--- src/rtl/qrc_cfg.svh ---
`ifndef QRC_CFG_SVH
`define QRC_CFG_SVH

// device register indices
`define QRC_DEV_CTRL      2'h0
`define QRC_DEV_LOOP      2'h1
`define QRC_DEV_DRV       2'h2
// controller register offsets
`define QRC_REG_CMD       4'h0
`define QRC_REG_GO        4'h1
`define QRC_REG_RESULT    4'h2
`define QRC_REG_STATUS    4'h3
`define QRC_REG_HEALTH    4'h4
`define QRC_REG_FORCE     4'h5
// go register bit positions
`define QRC_GO_WRITE      0
`define QRC_GO_ADDR_LSB   1
`define QRC_GO_ADDR_MSB   2
// force register bit positions
`define QRC_FORCE_INIT    4
// pin timing figures, ns
`define QRC_T_PW_NS       100
`define QRC_T_SETUP_NS    25
`define QRC_T_HOLD_NS     10
`define QRC_T_DATA_NS     50
`define QRC_CLK_NS        40
// least times round up to whole cycles
`define QRC_PW_CYC    ((`QRC_T_PW_NS + `QRC_CLK_NS - 1) / `QRC_CLK_NS)
`define QRC_SETUP_CYC ((`QRC_T_SETUP_NS + `QRC_CLK_NS - 1) / `QRC_CLK_NS)
`define QRC_HOLD_CYC  ((`QRC_T_HOLD_NS + `QRC_CLK_NS - 1) / `QRC_CLK_NS)
`define QRC_DATA_CYC  ((`QRC_T_DATA_NS + `QRC_CLK_NS - 1) / `QRC_CLK_NS)
// reset values
`define QRC_CMD_RST       8'hFF
`define QRC_FORCE_RST     5'h00
`endif

--- src/rtl/qrc_pkg.sv ---
package qrc_pkg;
	typedef enum logic [1:0] {QRC_IDLE, QRC_SETUP, QRC_PULSE, QRC_HOLD} qrc_state_e;
	typedef struct packed {
		logic       cs;
		logic       rd;
		logic       wr;
		logic [1:0] addr;
		logic [7:0] dout;
		logic       doe;
	} qrc_pins_s;
	typedef struct packed {
		logic [3:0] fault;
		logic [3:0] normal_on;
		logic [3:0] normal_off;
		logic [3:0] tripped;
	} qrc_health_s;
endpackage

--- src/rtl/qrc_health.sv ---
`timescale 1ns/1ns
`default_nettype none
`include "qrc_cfg.svh"
// classifies each switch from control, trip and on/off bits
module qrc_health #(
	parameter int CH = 4
) (
	input  wire logic [7:0]        cmd_i,     // control word last written
	input  wire logic [7:0]        status_i,  // status word last read
	output qrc_pkg::qrc_health_s   health_o   // per-switch conclusion
);
	genvar g;
	generate
		for (g = 0; g < CH; g++) begin : gen_ch
			logic c;
			logic t;
			logic s;
			assign c = cmd_i[2*g];
			assign t = status_i[2*g+1];
			assign s = status_i[2*g];
			assign health_o.tripped[g] = !c && t && s;
			assign health_o.normal_off[g] = c && !t && s;
			assign health_o.normal_on[g] = !c && !t && !s;
			assign health_o.fault[g] = !(health_o.tripped[g] || health_o.normal_off[g]
				|| health_o.normal_on[g]);
		end
	endgenerate
endmodule
`default_nettype wire

--- src/rtl/qrc_host.sv ---
`timescale 1ns/1ns
`default_nettype none
`include "qrc_cfg.svh"
// host controller driving the relay's strobe bus from a software register port
module qrc_host (
	input  wire logic       clk_i,          // 25 MHz clock
	input  wire logic       rst_i,          // async reset, active high
	input  wire logic [3:0] sw_addr_i,      // register address
	input  wire logic [7:0] sw_wdata_i,     // write data
	input  wire logic       sw_we_i,        // write strobe
	input  wire logic       sw_re_i,        // read strobe
	output logic      [7:0] sw_rdata_o,     // read data, cycle after strobe
	output logic            dev_cs_o,       // chip select
	output logic            dev_rd_o,       // read strobe
	output logic            dev_wr_o,       // write strobe
	output logic            reg_sel_lsb_o,  // register select bit 0
	output logic            reg_sel_msb_o,  // register select bit 1
	output logic      [7:0] host_bus_bits_o,  // data bus out
	output logic            host_bus_oe_o,  // data bus enable, high drives
	input  wire logic [7:0] host_bus_bits_i,  // data bus in
	output logic            dev_init_o,     // initialize pin
	output logic      [3:0] dev_force_o,    // per-switch force lines
	output logic            busy_o          // cycle in progress
);
	// timing counts in whole clock cycles; each least time rounds up, so a
	// slower clock only lengthens the cycle and never breaks a minimum
	// the pulse covers both the least strobe width and the read data delay
	// two-bit counters suffice for these figures at this clock rate
	localparam logic [1:0] PW_N = 2'(`QRC_PW_CYC);
	localparam logic [1:0] SU_N = 2'(`QRC_SETUP_CYC);
	localparam logic [1:0] HD_N = 2'(`QRC_HOLD_CYC);
	localparam logic [1:0] DT_N = 2'(`QRC_DATA_CYC);

	// bus pins travel together in one registered struct so they move on one edge
	qrc_pkg::qrc_state_e  state_reg;
	qrc_pkg::qrc_pins_s   pins_reg;
	qrc_pkg::qrc_health_s health;
	logic [1:0]           cnt_reg;
	logic [7:0]           cmd_reg;
	logic [2:0]           go_reg;
	logic [7:0]           result_reg;
	logic [7:0]           status_reg;
	logic [7:0]           last_ctrl_reg;
	logic [4:0]           force_reg;
	logic                 busy_reg;
	logic [7:0]           rdata_reg;
	logic                 start;

	// a go write launches one bus cycle; ignored while busy
	assign start = sw_we_i && sw_addr_i == `QRC_REG_GO && !busy_reg;

	// software-written registers
	// the command word waits here and loads onto the data-out pins when any cycle starts; the bus is driven only for a write
	always_ff @(posedge clk_i or posedge rst_i) begin
		if (rst_i) begin
			cmd_reg   <= `QRC_CMD_RST;
			force_reg <= `QRC_FORCE_RST;
			go_reg    <= 3'h0;
		end else if (sw_we_i) begin
			unique case (sw_addr_i)
				`QRC_REG_CMD: cmd_reg <= sw_wdata_i;
				`QRC_REG_FORCE: force_reg <= sw_wdata_i[4:0];
				`QRC_REG_GO: begin
					// a go written while busy is dropped, not queued
					if (!busy_reg)
						go_reg <= sw_wdata_i[2:0];
				end
				default: ;
			endcase
		end
	end

	// bus cycle sequencer: setup, strobe width, hold
	// select, address and data settle one setup count before the strobe and stay
	// one hold count after it, so the device never sees them move under a strobe
	always_ff @(posedge clk_i or posedge rst_i) begin
		if (rst_i) begin
			state_reg <= qrc_pkg::QRC_IDLE;
			cnt_reg   <= 2'h0;
			pins_reg  <= '0;
			busy_reg  <= 1'b0;
		end else begin
			unique case (state_reg)
				qrc_pkg::QRC_IDLE: begin
					if (start) begin
						pins_reg.cs   <= 1'b1;
						pins_reg.addr <= {sw_wdata_i[`QRC_GO_ADDR_MSB], sw_wdata_i[`QRC_GO_ADDR_LSB]};
						pins_reg.dout <= cmd_reg;
						pins_reg.doe  <= sw_wdata_i[`QRC_GO_WRITE];
						busy_reg      <= 1'b1;
						cnt_reg       <= SU_N;
						state_reg     <= qrc_pkg::QRC_SETUP;
					end
				end
				qrc_pkg::QRC_SETUP: begin
					if (cnt_reg > 2'h1) begin
						cnt_reg <= cnt_reg - 2'h1;
					end else begin
						pins_reg.wr <= go_reg[`QRC_GO_WRITE];
						pins_reg.rd <= !go_reg[`QRC_GO_WRITE];
						cnt_reg     <= (PW_N > DT_N) ? PW_N : DT_N;
						state_reg   <= qrc_pkg::QRC_PULSE;
					end
				end
				qrc_pkg::QRC_PULSE: begin
					if (cnt_reg > 2'h1) begin
						cnt_reg <= cnt_reg - 2'h1;
					end else begin
						pins_reg.wr <= 1'b0;
						pins_reg.rd <= 1'b0;
						cnt_reg     <= HD_N;
						state_reg   <= qrc_pkg::QRC_HOLD;
					end
				end
				qrc_pkg::QRC_HOLD: begin
					if (cnt_reg > 2'h1) begin
						cnt_reg <= cnt_reg - 2'h1;
					end else begin
						pins_reg.cs  <= 1'b0;
						pins_reg.doe <= 1'b0;
						busy_reg     <= 1'b0;
						state_reg    <= qrc_pkg::QRC_IDLE;
					end
				end
			endcase
		end
	end

	// capture read data while strobe still high, after data delay
	// sampling at the last pulse edge leaves the whole pulse for the data delay;
	// a slower device needs a longer pulse count, not a later sample
	always_ff @(posedge clk_i or posedge rst_i) begin
		if (rst_i) begin
			result_reg <= 8'h00;
			status_reg <= 8'h00;
		end else if (state_reg == qrc_pkg::QRC_PULSE && cnt_reg == 2'h1 && pins_reg.rd) begin
			result_reg <= host_bus_bits_i;
			if (pins_reg.addr == `QRC_DEV_CTRL)
				status_reg <= host_bus_bits_i;
		end
	end

	// remember last control word sent, for the health check
	always_ff @(posedge clk_i or posedge rst_i) begin
		if (rst_i) begin
			last_ctrl_reg <= `QRC_CMD_RST;
		end else if (state_reg == qrc_pkg::QRC_PULSE && cnt_reg == 2'h1 && pins_reg.wr
			&& pins_reg.addr == `QRC_DEV_CTRL) begin
			last_ctrl_reg <= pins_reg.dout;
		end
	end

	// the health check only knows what this controller wrote; a force-line load
	// or an address-two write changes the latch behind its back
	// classify trip
	qrc_health #(
		.CH(4)
	) u_health (
		.cmd_i    (last_ctrl_reg),
		.status_i (status_reg),
		.health_o (health)
	);

	// software read port, data one cycle after strobe
	// unmapped offsets read as zero, and the port idles at zero between reads
	// so a stale value is never taken for a fresh one
	always_ff @(posedge clk_i or posedge rst_i) begin
		if (rst_i) begin
			rdata_reg <= 8'h00;
		end else if (sw_re_i) begin
			unique case (sw_addr_i)
				`QRC_REG_CMD: rdata_reg <= cmd_reg;
				`QRC_REG_GO: rdata_reg <= {5'h00, go_reg};
				`QRC_REG_RESULT: rdata_reg <= result_reg;
				`QRC_REG_STATUS: rdata_reg <= {7'h00, busy_reg};
				`QRC_REG_HEALTH: rdata_reg <= {health.fault, health.tripped};
				`QRC_REG_FORCE: rdata_reg <= {3'h0, force_reg};
				default: rdata_reg <= 8'h00;
			endcase
		end else begin
			rdata_reg <= 8'h00;
		end
	end

	// force lines are software levels, not pulses: they stay applied until
	// cleared, and the initialize pin gates them at the device
	// power-up force via initialize
	always_ff @(posedge clk_i or posedge rst_i) begin
		if (rst_i) begin
			dev_init_o  <= 1'b0;
			dev_force_o <= 4'h0;
		end else begin
			dev_init_o  <= force_reg[`QRC_FORCE_INIT];
			dev_force_o <= force_reg[3:0];
		end
	end

	// pins straight from flops
	// no logic between these flops and the pins, so no glitch reaches a strobe
	assign dev_cs_o        = pins_reg.cs;
	assign dev_rd_o        = pins_reg.rd;
	assign dev_wr_o        = pins_reg.wr;
	assign reg_sel_lsb_o   = pins_reg.addr[0];
	assign reg_sel_msb_o   = pins_reg.addr[1];
	assign host_bus_bits_o = pins_reg.dout;
	assign host_bus_oe_o   = pins_reg.doe;
	assign sw_rdata_o      = rdata_reg;
	assign busy_o          = busy_reg;
endmodule
`default_nettype wire

--- config.mk ---
export PLATFORM = sky130hd
export DESIGN_NAME = qrc_host
export DESIGN_NICKNAME = d
export VERILOG_FILES = /design/src/rtl/qrc_pkg.sv /design/src/rtl/qrc_health.sv /design/src/rtl/qrc_host.sv
export VERILOG_INCLUDE_DIRS = /design/src /design/src/rtl
export SDC_FILE = /design/constraint.sdc
export NUM_CORES = 1
export LEC_CHECK = 0
export BUFFER_PORTS_ARGS = -buffer_cell sky130_fd_sc_hd__buf_2
export CORE_MARGIN = 1
export CORE_UTILIZATION = 30
export DETAILED_ROUTE_END_ITERATION = 6
export PLACE_DENSITY = 0.55
export SYNTH_ARGS = -nofsm -noshare
export SYNTH_HDL_FRONTEND = slang
export SYNTH_SLANG_ARGS = --single-unit
--- constraint.sdc ---
create_clock -name clk_i -period 2.2 [get_ports clk_i]
set_input_delay 0.22 -clock clk_i [delete_from_list [all_inputs] [get_ports clk_i]]
set_output_delay 0.22 -clock clk_i [all_outputs]
set_load 0.05 [all_outputs]
; Word level (Yosys, flattened, before mapping)
; Cells that the tools add are included.
[classes]
n_addsub = 1
n_lt_le_gt_ge = 1
n_eq_ne = 14
mux = 18
n_bitwise = 1
reduce_logical = 70
[ops]
columns = cell, n
row1 = 8-bit one-hot mux with 6 select lines, 1
row2 = 1-bit logical AND, 30
row3 = 1-bit zero test, 18
row4 = 2-bit two-way mux, 8
row5 = 2-bit one-hot mux with 4 select lines, 2
row6 = "2-bit != test, second input constant", 5
row7 = 2-bit AND reduction, 5
row8 = 3-bit AND reduction, 3
row9 = "4-bit by 2-bit == test with 1-bit output, second input constant", 2
row10 = "4-bit by 3-bit == test with 1-bit output, second input constant", 2
row11 = 1-bit logical OR, 8
row12 = 8-bit two-way mux, 1
row13 = "2-bit by 1-bit == test with 1-bit output, second input constant", 2
row14 = "2-bit == test, second input constant", 2
row15 = "4-bit by 1-bit == test with 1-bit output, second input constant", 1
row16 = 2-bit zero test, 2
row17 = 4-bit zero test, 1
row18 = 1-bit one-hot mux with 2 select lines, 2
row19 = 2-bit one-hot mux with 2 select lines, 1
row20 = 4-bit AND reduction, 1
row21 = 2-bit nonzero test, 2
row22 = 1-bit two-way mux, 3
row23 = "2-bit by 1-bit > comparator with 1-bit output, second input constant", 1
row24 = "2-bit by 1-bit subtractor with 2-bit output, second input constant", 1
row25 = 1-bit NOT, 1
[word_totals]
ff_bits = 70
input_bits = 24
out_inout_bits = 28
word_cells = 122

; Longest topological paths before layout
; Gate-level depths: netlist of the first run.
[depth]
ltp_word = 8
ltp_mapped = 6
ltp_nobuf = 6

; Hierarchy
; Synthesis of the first run repeated with hierarchy kept, for this count alone.
[unflattened]
hier_cells = 244
area_unflattened_um2 = 3357.0
[modules_own_cells]
columns = module, instances, cells_per_inst, area_per_inst_um2, seq_area_each_um2
row1 = qrc_host, 1, 220, 3186.8, 1796.7
row2 = qrc_health, 1, 24, 170.2, 0.0

; Worst setup path after synthesis of the first run
; No wires, ideal clock.
[synth_timing]
kind = register to register
start = reg busy_reg (netlist: busy_o)
end = reg pins_reg (netlist bit host_bus_bits_o[0])
setup_ns = 0.125
arrival_time_ns = 1.950
t_required_ns = 2.075
setup_slack_ns = 0.125
stages_incl_launch_ff = 6
n_path_buf = 2
period_less_slack_ns = 2.075
path_cell_list = dfrtp_1 > or4_4 > buf_6 > or2_1 > buf_6 > mux2_4
[synth_between]
elab_chain_len = 3
[synth_rtl]
columns = element, line
row1 = from (decl), qrc_host.sv:45  ; logic busy_reg;
row2 = from (signal assigned), qrc_host.sv:81  ; busy_reg <= 1'b0;
row3 = from (signal assigned), qrc_host.sv:90  ; busy_reg <= 1'b1;
row4 = from (signal assigned), qrc_host.sv:121  ; busy_reg <= 1'b0;
row5 = 1-bit zero test, -
row6 = 1-bit logical AND, qrc_host.sv:50  ; assign start = sw_we_i && sw_addr_i == `QRC_REG_GO && !busy_reg;
row7 = 2-bit AND reduction (no line), -
row8 = to (decl), qrc_host.sv:36  ; qrc_pkg::qrc_pins_s pins_reg;
; Every way passes these cells.
; A chain may end at the register's enable or synchronous reset.

; Worst setup path in the final report of the first run
[layout_timing]
start = reg busy_reg (netlist: busy_o)
end = reg pins_reg (netlist bit host_bus_bits_o[3])
; Same word-level chain as after synthesis.

==> impl_metrics.yaml, run 1 <==
timing:
  fin_skew_ps: 9.42
  finalCritPeriodShare_pct: 89.3
  max_freq_ghz: 0.509
  setup_violations: 0
  period_minus_slack_ps: 1970
  holdWs_ps: 103
  relSlewSlack_pct: 54.2
  drv_slew: 0
  finalSetupTns_ps: 0
  rsz0062_at_grt: "false"
  worst_pin_slew_ps: 687
  hold_violations: 0
power_and_ir_drop:
  p_sw_share_pct: 36.0
  power_density_mw_per_mm2: 1250
  seqPwrFrac_pct: 41.8
  pwr-share-clk_pct: 24.7
  p_leak_nw: 1.78
  intPower_mw: 3.01
  power_frac_comb_pct: 33.6
  p_sw_mw: 1.70
  ir_drop_mv: 0.397
setup_path:
  crit_required_ps: 2440
  cp.arrival_ps: 2200
  reg2reg_depth: 3
  cp-start-kind: "flop"
  cp-end-kind: "flop"
  critPathKind: "flop to flop"
  critPathMaxFanout: 10
layout:
  regArea_sq_mm: 0.00169
  syn2layout_area_growth_pct: 21.8
  final_core_util_pct: 38.1
  drive_above_1_share_pct: 48.2
  num-nets-final: 329
  diodes: 0
  nFillCells: 965
  multiInputGateArea_sq_mm: 0.00132
cts:
  clock_sinks: 67
  clk_pin_slew_ps: 70
  cts_setup_buffers: 0
  cts_resized: 0
  cts_tree: "built"
  root_buffer: "clkbuf_8"
  cts_hold_buf: 1
  cts_buffers: 9
  cts_buffer_depth: 2
  htree_levels: 3
  clock_latency_ps: 350
synth:
  synth_most_common_cell: "dfrtp_1"
  synth_seq_cells: 67
  synth_edf_count: 0
  synthCells: 234
  syn_nets: 267
  ys_top_cells_by_count: "dfrtp_1, mux2_2, dfstp_2, nand2_1, mux2_4"
  yosysTopAreaCell: "dfrtp_1"
  dominantRegCellSynth: "dfrtp_1"
  avgSynthCellArea_sq_um: 13.3
  yosys.area.top_type_share_pct: 44.4
  async_flop_share_pct: 100
  ys_seq_area_share_pct: 54.5
  ys_types: 44
  yosys_warnings: 0
  synth_area_leaders: "dfrtp_1, mux2_2, dfstp_2"
  syn_area_sq_mm: 0.00310
global_route:
  grt_start_max_net_pins: 36
  overflow: 0
  track_usage_pct: 13.6
  grt_pass1_vias: 1999
  antenna_found_initial: 0
  grt_pass1_wl_microns: 11100
floorplan:
  core_sq_mm: 0.00991
  initial_core_util_pct: 31.3
  die_area_sq_mm: 0.0108
  die_w_microns: 104
  pin_count: 52
  rows: 36
  die_h_microns: 104
routing:
  ant_nets: 0
  first_pass_iters: 4
  wl_per_cell_microns: 15.9
  vias: 2040
  first_iter_violations: 91
  drc: 0
  routed_wirelength_microns: 6890
  vias_per_cell: 4.70
place:
  place.gp.congestion: 0.760
  dp_hpwl_microns: 5070
  port_buffers: 51
run:
  maxCapViolCount: 0
outcome:
  outcome: "completed"
min_path:
  hp-class: "input port to flop"
  hold-path-cell-count: 2
==> per-stage QoR <==
stage          power, mW  setup WS, ps  cell area (sq um)  instances
2_1_floorplan       3.15           125               3100        234
3_3_place_gp        3.53           197               3540        417
3_5_place_dp        3.57           179               3540        417
4_1_cts             4.75           231               3780        434
5_1_grt             4.97           182               3780        434
6_report            4.71           235               3780        434
==> layout make-up <==
cell class	count	share of cell area, %
Sequential cell	67	44.8
Tap cell	133	4.40
Inverter	9	0.894
Multi-Input combinational cell	149	35.0
Clock inverter	6	2.32
Timing Repair Buffer	60	8.94
Clock buffer	10	3.64
==> metal layers <==
metal	vias up	share of wire [%]	routed length, microns	GRT usage (%)
met5	-	0	0	0
met4	0	2.0	136	6.12
met3	10	4.2	287	2.83
met2	51	44	3060	19.7
met1	1012	50	3410	19.4
li1	967	-	-	-
==> cell families (layout without fill, tap and decap cells) <==
| group | count (synthesis) | in the layout | share of synthesized area, % |
|---|---|---|---|
| compound gates | 31 | 31 | 6.98 |
| xor+xnor | 4 | 4 | 1.13 |
| fa+ha+maj | 9 | 9 | 3.63 |
| buf+inv | 18 | 85 | 2.82 |
| flops | 67 | 67 | 54.5 |
| mux | 58 | 58 | 22.1 |
| simple gates | 47 | 47 | 8.79 |
==> worst paths after layout <==
check                         startpoint            endpoint  slack (ps)
min                        sw_wdata_i[5]          cmd_reg[5]         100
max reg2reg                       busy_o  host_bus_bits_o[3]         230
max                               busy_o  host_bus_bits_o[3]         230
min in group asynchronous          rst_i        state_reg[1]         470
max in group asynchronous          rst_i          cmd_reg[1]        1080
min reg2reg                 force_reg[1]      dev_force_o[1]         410
==> power by group through the flow <==
stage / registers (mW) / logic, mW / clock network [mW]
3_3_place_gp: 1.98 / 1.55 / 0
4_1_cts: 1.97 / 1.59 / 1.20
5_1_grt: 2.02 / 1.70 / 1.25
2_1_floorplan: 2.26 / 0.893 / 0
6_report: 1.97 / 1.58 / 1.16
3_5_place_dp: 1.99 / 1.58 / 0
==> critical path, stage by stage, from the launching register on <==
cell,delay (ps)
dfrtp_1,440
or4_4,540
or2_1,480
mux2_4,390
==> cell usage in the layout, fill, tap and decap left out, types with 2 or more instances in the layout <==
cell and instances:
mux2i_1 3, a22oi_1 2, nor2_1 9, nand4b_1 2
bufinv_16 2, clkbuf_8 10, buf_2 51, ha_1 9
a31oi_1 3, nand3b_1 5, xor2_1 4, mux2_2 45
dfrtp_1 55, nor4bb_1 2, buf_4 7, nand3_1 2
a21oi_1 7, nor3_1 5, inv_1 8, mux2_4 10
a2bb2oi_1 3, dfstp_2 12, nand2_1 11, and4_1 2
o21ai_0 4, clkinv_2 2, o211ai_1 3
Power figures use the tool's default switching activity.
==> run 2: changes to the inputs <==
--- a/config.mk
+++ b/config.mk
@@ -11,6 +11,7 @@
 export CORE_UTILIZATION = 30
 export DETAILED_ROUTE_END_ITERATION = 6
 export PLACE_DENSITY = 0.55
+export SETUP_SLACK_MARGIN = 0.5
 export SYNTH_ARGS = -nofsm -noshare
 export SYNTH_HDL_FRONTEND = slang
 export SYNTH_SLANG_ARGS = --single-unit
==> run 2 against run 1 <==
  * Combinational power rose by 3%
  * Worst hold slack improved by 13 ps
  * Non-clock buffer count rose by 4
  * Largest power group unchanged
  * Critical path type unchanged
  * Total power fell by 2.4%
  * Global-route usage rose by 0.48 points
  * Fmax rose by 21%
  * Sequential share of layout area fell by 0.25 points
  * First-iteration DRC count fell by 44%
==> impl_metrics.yaml, run 2 (synthesis results as in run 1) <==
cts:
  cts_tree: "built"
  clock_latency_ps: 340
  cts_buffers: 9
  root_buffer: "clkbuf_8"
  clk_pin_slew_ps: 70
  htree_levels: 3
  clock_sinks: 67
  cts_buffer_depth: 2
timing:
  drv_slew: 0
  finalCritPeriodShare_pct: 73.9
  rsz0062_at_grt: "false"
  finalSetupTns_ps: 0
  period_minus_slack_ps: 1630
  worst_pin_slew_ps: 580
  max_freq_ghz: 0.615
  hold_violations: 0
  fin_skew_ps: 10.9
  holdWs_ps: 117
  relSlewSlack_pct: 61.1
  setup_violations: 0
min_path:
  hp-class: "input port to flop"
run:
  maxCapViolCount: 0
power_and_ir_drop:
  p_leak_nw: 1.78
  ir_drop_mv: 0.410
  power_density_mw_per_mm2: 1210
floorplan:
  core_sq_mm: 0.00991
  rows: 36
  die_w_microns: 104
  die_area_sq_mm: 0.0108
  pin_count: 52
  die_h_microns: 104
  initial_core_util_pct: 31.3
setup_path:
  cp-end-kind: "flop"
  slowest_delay_ps: 400
  cp-start-kind: "flop"
  critPathMaxFanout: 5
  cp.arrival_ps: 1850
  cp_common_cell: "inv_1"
  critPathKind: "flop to flop"
  crit_required_ps: 2420
  critical_path.cell_chain: "inv_1, ha_2, inv_1, or2_4, mux2_4"
  critPathSlowestCell: "dfrtp_1"
routing:
  ant_nets: 0
  drc: 0
  vias_per_cell: 4.69
  vias: 2059
  first_pass_iters: 4
  wl_per_cell_microns: 16.3
  routed_wirelength_microns: 7150
  first_iter_violations: 51
place:
  place.gp.congestion: 0.788
  dp_hpwl_microns: 5220
  port_buffers: 51
global_route:
  grt_pass1_wl_microns: 11500
  overflow: 0
  grt_start_max_net_pins: 32
  grt_pass1_vias: 2126
  track_usage_pct: 14.1
  antenna_found_initial: 0
layout:
  final_common_cell: "dfrtp_1"
  diodes: 0
  num-nets-final: 334
  most-common-layout-cells: "dfrtp_1, buf_2, mux2_2"
  syn2layout_area_growth_pct: 22.7
  drive_above_1_share_pct: 51.0
outcome:
  outcome: "completed"
## run 2: cell types whose count changed in the layout (fill, tap and decap cells not counted), sizes merged
| cell | previous run | this run |
|---|---|---|
| bufinv | 2 | 1 |
| or2 | 2 | 3 |
| buf | 59 | 63 |
| clkbuf | 10 | 13 |
| clkinv | 3 | 2 |
| clkinvlp | 0 | 1 |
| inv | 10 | 8 |
## run 2: timing repair
action | CTS | global route
hold buffers | 1 | 0
pin swaps | 3 | 1
gates cloned | 1 | 0
setup buffers | 2 | 0
resized for setup | 4 | 7
endpoints found under the hold margin | 19 | 0
setup endpoints to repair | 14 | 19
## run 2: cell type report
| cell class | instances | area [sq um] |
|---|---|---|
| clock buffer | 13 | 149 |
| clock inverter | 3 | 40.0 |
| fill | 970 | 6100 |
| inverter | 9 | 37.5 |
| multi-input combinational | 150 | 1350 |
| sequential | 67 | 1700 |
| tap | 133 | 166 |
| timing repair buffer | 64 | 372 |
## run 2: worst max-delay path: cells and delay by family, from the launching register on
| family | cells | cell delay, ps |
|---|---|---|
| simple gates | 1 | 300 |
| mux | 1 | 310 |
| fa+ha+maj | 1 | 250 |
| buf+inv | 2 | 250 |
| flops | 1 | 400 |
## run 2: report_power, final
part / internal, mW / switching [mW] / leakage (nW)
clock: 0.552 / 0.439 / 0.0974
sequential: 1.65 / 0.319 / 0.816
combinational: 0.724 / 0.909 / 0.864
total: 2.93 / 1.67 / 1.78
## run 2: final timing paths
path                                from              to  slack, ps  depth (start not counted)
max                         state_reg[0]   reg_sel_msb_o        570                          5
min                        sw_wdata_i[7]      cmd_reg[7]        120                          2
max reg2reg                 state_reg[0]   reg_sel_msb_o        570                          5
min reg2reg                 force_reg[2]  dev_force_o[2]        410                          0
max in group asynchronous          rst_i      cmd_reg[0]       1050                          4
min in group asynchronous          rst_i    force_reg[0]        480                          3
## run 2: through the flow
stage	std cells	util, %	area (sq um)	total power, mW	setup slack [ps]
global placement	419	36.0	3560	3.54	202
CTS	439	38.3	3790	4.60	509
global route	439	38.4	3810	4.88	504
finish	439	38.4	3810	4.60	574
floorplan	234	-	3110	3.15	229
detailed placement	419	36.0	3560	3.59	146
## run 2: per-layer routing
layer / track usage, % / wire (microns) / part of all wire, % / vias to the layer above
met4: 6.73 / 165 / 2.3 / 0
met5: 0 / 0 / 0 / -
met1: 19.1 / 3510 / 49 / 1013
li1: - / - / - / 984
met2: 21.1 / 3210 / 45 / 49
met3: 3.34 / 272 / 3.8 / 13
==> run 3: changes to the inputs <==
--- a/config.mk
+++ b/config.mk
@@ -6,6 +6,7 @@
 export SDC_FILE = /design/constraint.sdc
 export NUM_CORES = 1
 export LEC_CHECK = 0
+export ABC_AREA = 1
 export BUFFER_PORTS_ARGS = -buffer_cell sky130_fd_sc_hd__buf_2
 export CORE_MARGIN = 1
 export CORE_UTILIZATION = 30
==> constraint.sdc (replaced) <==
create_clock -name clk_i -period 1.5 [get_ports clk_i]
set_input_delay 0.15 -clock clk_i [delete_from_list [all_inputs] [get_ports clk_i]]
set_output_delay 0.15 -clock clk_i [all_outputs]
set_load 0.05 [all_outputs]
==> run 3 against run 2 <==
  * Clock power is 47% higher
  * Design area up 22%
  * First-iteration DRC count is 150% higher
  * Worst hold slack worse by 86 ps
  * Count of clock-buffer cells in the layout is 1 higher
  * Sequential cell count is the same
==> impl_metrics.yaml, run 3 <==
setup_path:
  crit-reg2reg-launch: "state_reg[0]"
  r2r_slack_ps: 130
  cp.arrival_ps: 1590
  cp-start-kind: "flop"
  slowest_delay_ps: 420
  crit_required_ps: 1730
  critPathTopFamily: "flip-flops"
  critPathMaxFanout: 7
  reg2reg_depth: 7
  critPathSlowestCell: "dfrtp_1"
  r2r_end: "state_reg[0]"
  critPathLaunch: "state_reg[0]"
  cp-end-kind: "flop"
  cp_num_cells: 7
  endpoint: "state_reg[0]"
  critPathKind: "flop to flop"
  cp.buffers_inverters: 2
  critical_path.cell_chain: "buf_4, buf_6, ha_4, o21ai_2, nand2_2, nand2_1, o21ai_1"
cts:
  cts_buffer_depth: 2
  cts_buffers: 9
  root_buffer: "clkbuf_8"
  cts_tree: "built"
  clk_pin_slew_ps: 70
  clock_latency_ps: 340
  clock_sinks: 67
  htree_levels: 3
power_and_ir_drop:
  ir_drop_mv: 1.04
  p_sw_share_pct: 41.0
  p_sw_mw: 3.59
  seqPwrFrac_pct: 35.6
  p_leak_nw: 2.27
  power_density_mw_per_mm2: 1890
  intPower_mw: 5.17
  pwr-share-clk_pct: 16.7
  power_frac_comb_pct: 47.7
floorplan:
  die_area_sq_mm: 0.0111
  die_w_microns: 105
  pin_count: 52
  initial_core_util_pct: 31.0
  core_sq_mm: 0.0103
  die_h_microns: 105
  rows: 37
routing:
  drc: 0
  vias: 2771
  topRoutingLayerUsed: "met4"
  wl_met1_microns: 3610
  first_iter_violations: 125
  first_pass_iters: 4
  wl_per_cell_microns: 13.4
  met3_length_microns: 284
  ant_nets: 0
  routed_wirelength_microns: 8080
  routed-wl-met2_microns: 4110
  vias_per_cell: 4.58
layout:
  drive_above_1_share_pct: 46.9
  syn2layout_area_growth_pct: 44.6
  most-common-layout-cells: "nand2_1, dfrtp_1, buf_6"
  final_common_cell: "nand2_1"
  diodes: 0
  num-nets-final: 497
  nFillCells: 1002
place:
  dp_hpwl_microns: 5650
  place.gp.congestion: 0.775
  pre_cts_slack_ps: 42.0
  port_buffers: 51
synth:
  synth_adder_area_share_pct: 3.51
  ys_seq_area_share_pct: 52.8
  synthCells: 371
  synth_area_leaders: "dfrtp_1, nand2_1, dfstp_2"
  syn_nets: 404
  yosys.area.top_type_share_pct: 43.0
  syn_area_sq_mm: 0.00320
  synth_compound_area_share_pct: 10.1
  synth_xor_area_share_pct: 0
  yosys_warnings: 0
  ys_top_cells_by_count: "nand2_1, dfrtp_1, inv_1, nand3_1, o21ai_0"
  async_flop_share_pct: 100
  dominantRegCellSynth: "dfrtp_1"
  yosysTopAreaCell: "dfrtp_1"
  synth-simple-area-share_pct: 25.0
  avgSynthCellArea_sq_um: 8.64
  synth_top_family_by_area: "simple AND/OR/NAND/NOR gates"
  synth_most_common_cell: "nand2_1"
  synth_edf_count: 0
  synth_seq_cells: 67
  ys_types: 29
  muxShareOfSynthArea_pct: 0
global_route:
  overflow: 0
  grt_pass1_wl_microns: 13600
  grt_pass1_vias: 2817
  grt_start_max_net_pins: 59
  track_usage_pct: 15.8
  antenna_found_initial: 0
outcome:
  outcome: "completed"
timing:
  rsz0062_at_grt: "true"
  finalCritPeriodShare_pct: 91.3
  setup_violations: 0
  finalSetupTns_ps: 0
  hold_violations: 0
  fin_ws_ps: 131
  drv_slew: 0
  worst_pin_slew_ps: 328
  relSlewSlack_pct: 78.1
  max_freq_ghz: 0.731
  period_minus_slack_ps: 1370
  fin_skew_ps: 12.7
min_path:
  hp-class: "input port to flop"
run:
  maxCapViolCount: 0
[run 3: changes by cell type after synthesis, sizes merged, moves of 6 or more]
cell and delta:
o21ai +38, nand2 +82, mux2 -55, nand4 +6, nand3 +36, nor2 +25
inv +47
[run 3: final cells by class]
type,instances,area (sq um),area share [%]
repair buffers,91,816,17.6
well taps,136,170,3.67
clock buffers,14,153,3.30
multi-input cells,239,1530,33.0
flip-flops and latches,67,1710,36.8
inverters,56,225,4.86
clock inverters,2,35.0,0.756
[run 3: layer usage]
metal	track usage (%)	vias to the layer above
li1	-	1369
met1	20.0	1349
met2	26.6	47
met3	4.14	6
met4	4.33	0
met5	0	-
[run 3: cells by family (layout without fill, tap and decap cells)]
| group | after synthesis | after routing |
|---|---|---|
| buf+inv | 65 | 163 |
| flops | 67 | 67 |
| fa+ha+maj | 9 | 9 |
| simple gates | 174 | 174 |
| compound gates | 56 | 56 |
[run 3: worst min-delay path by stage]
stage	startpoint	end	slack [ps]	cells past startpoint
2_1_floorplan	sw_wdata_i[5]	cmd_reg[5]	250	2
3_3_place_gp	rst_i	result_reg[0]	110	2
3_5_place_dp	rst_i	result_reg[0]	120	2
4_1_cts	sw_wdata_i[5]	cmd_reg[5]	20	3
5_1_grt	sw_wdata_i[6]	cmd_reg[6]	20	3
6_report	sw_wdata_i[5]	cmd_reg[5]	30	3
[run 3: what timing repair did]
item,4_1_cts,5_1_grt
endpoints found under the hold margin,9,0
pin swaps,29,17
buffers inserted,24,6
gates resized for setup,111,43
setup endpoints to repair,77,81
hold buffers,1,0
gates cloned,1,0
[run 3: through the flow]
stage               utilization, %  hold slack (ps)  area, sq um  power [mW]  cells
detailed placement            36.0              115         3720        5.88    557
floorplan                        -              246         3290        5.14    371
finish                        44.9             30.3         4630        8.76    605
global placement              36.0              110         3720        5.81    557
global route                  44.9             16.8         4630        9.32    605
CTS                           43.1             15.1         4450        8.37    599
[run 3: power by group through the flow]
stage          Combinational, mW  Sequential, mW  Clock (mW)
2_1_floorplan               1.58            3.56           0
6_report                    4.18            3.12        1.46
3_5_place_dp                2.78            3.10           0
5_1_grt                     4.54            3.20        1.58
3_3_place_gp                2.72            3.08           0
4_1_cts                     3.75            3.11        1.50
[run 3: worst min-delay path: stages]
cell and delay (ps):
buf_2 100, inv_1 40, o21ai_1 60
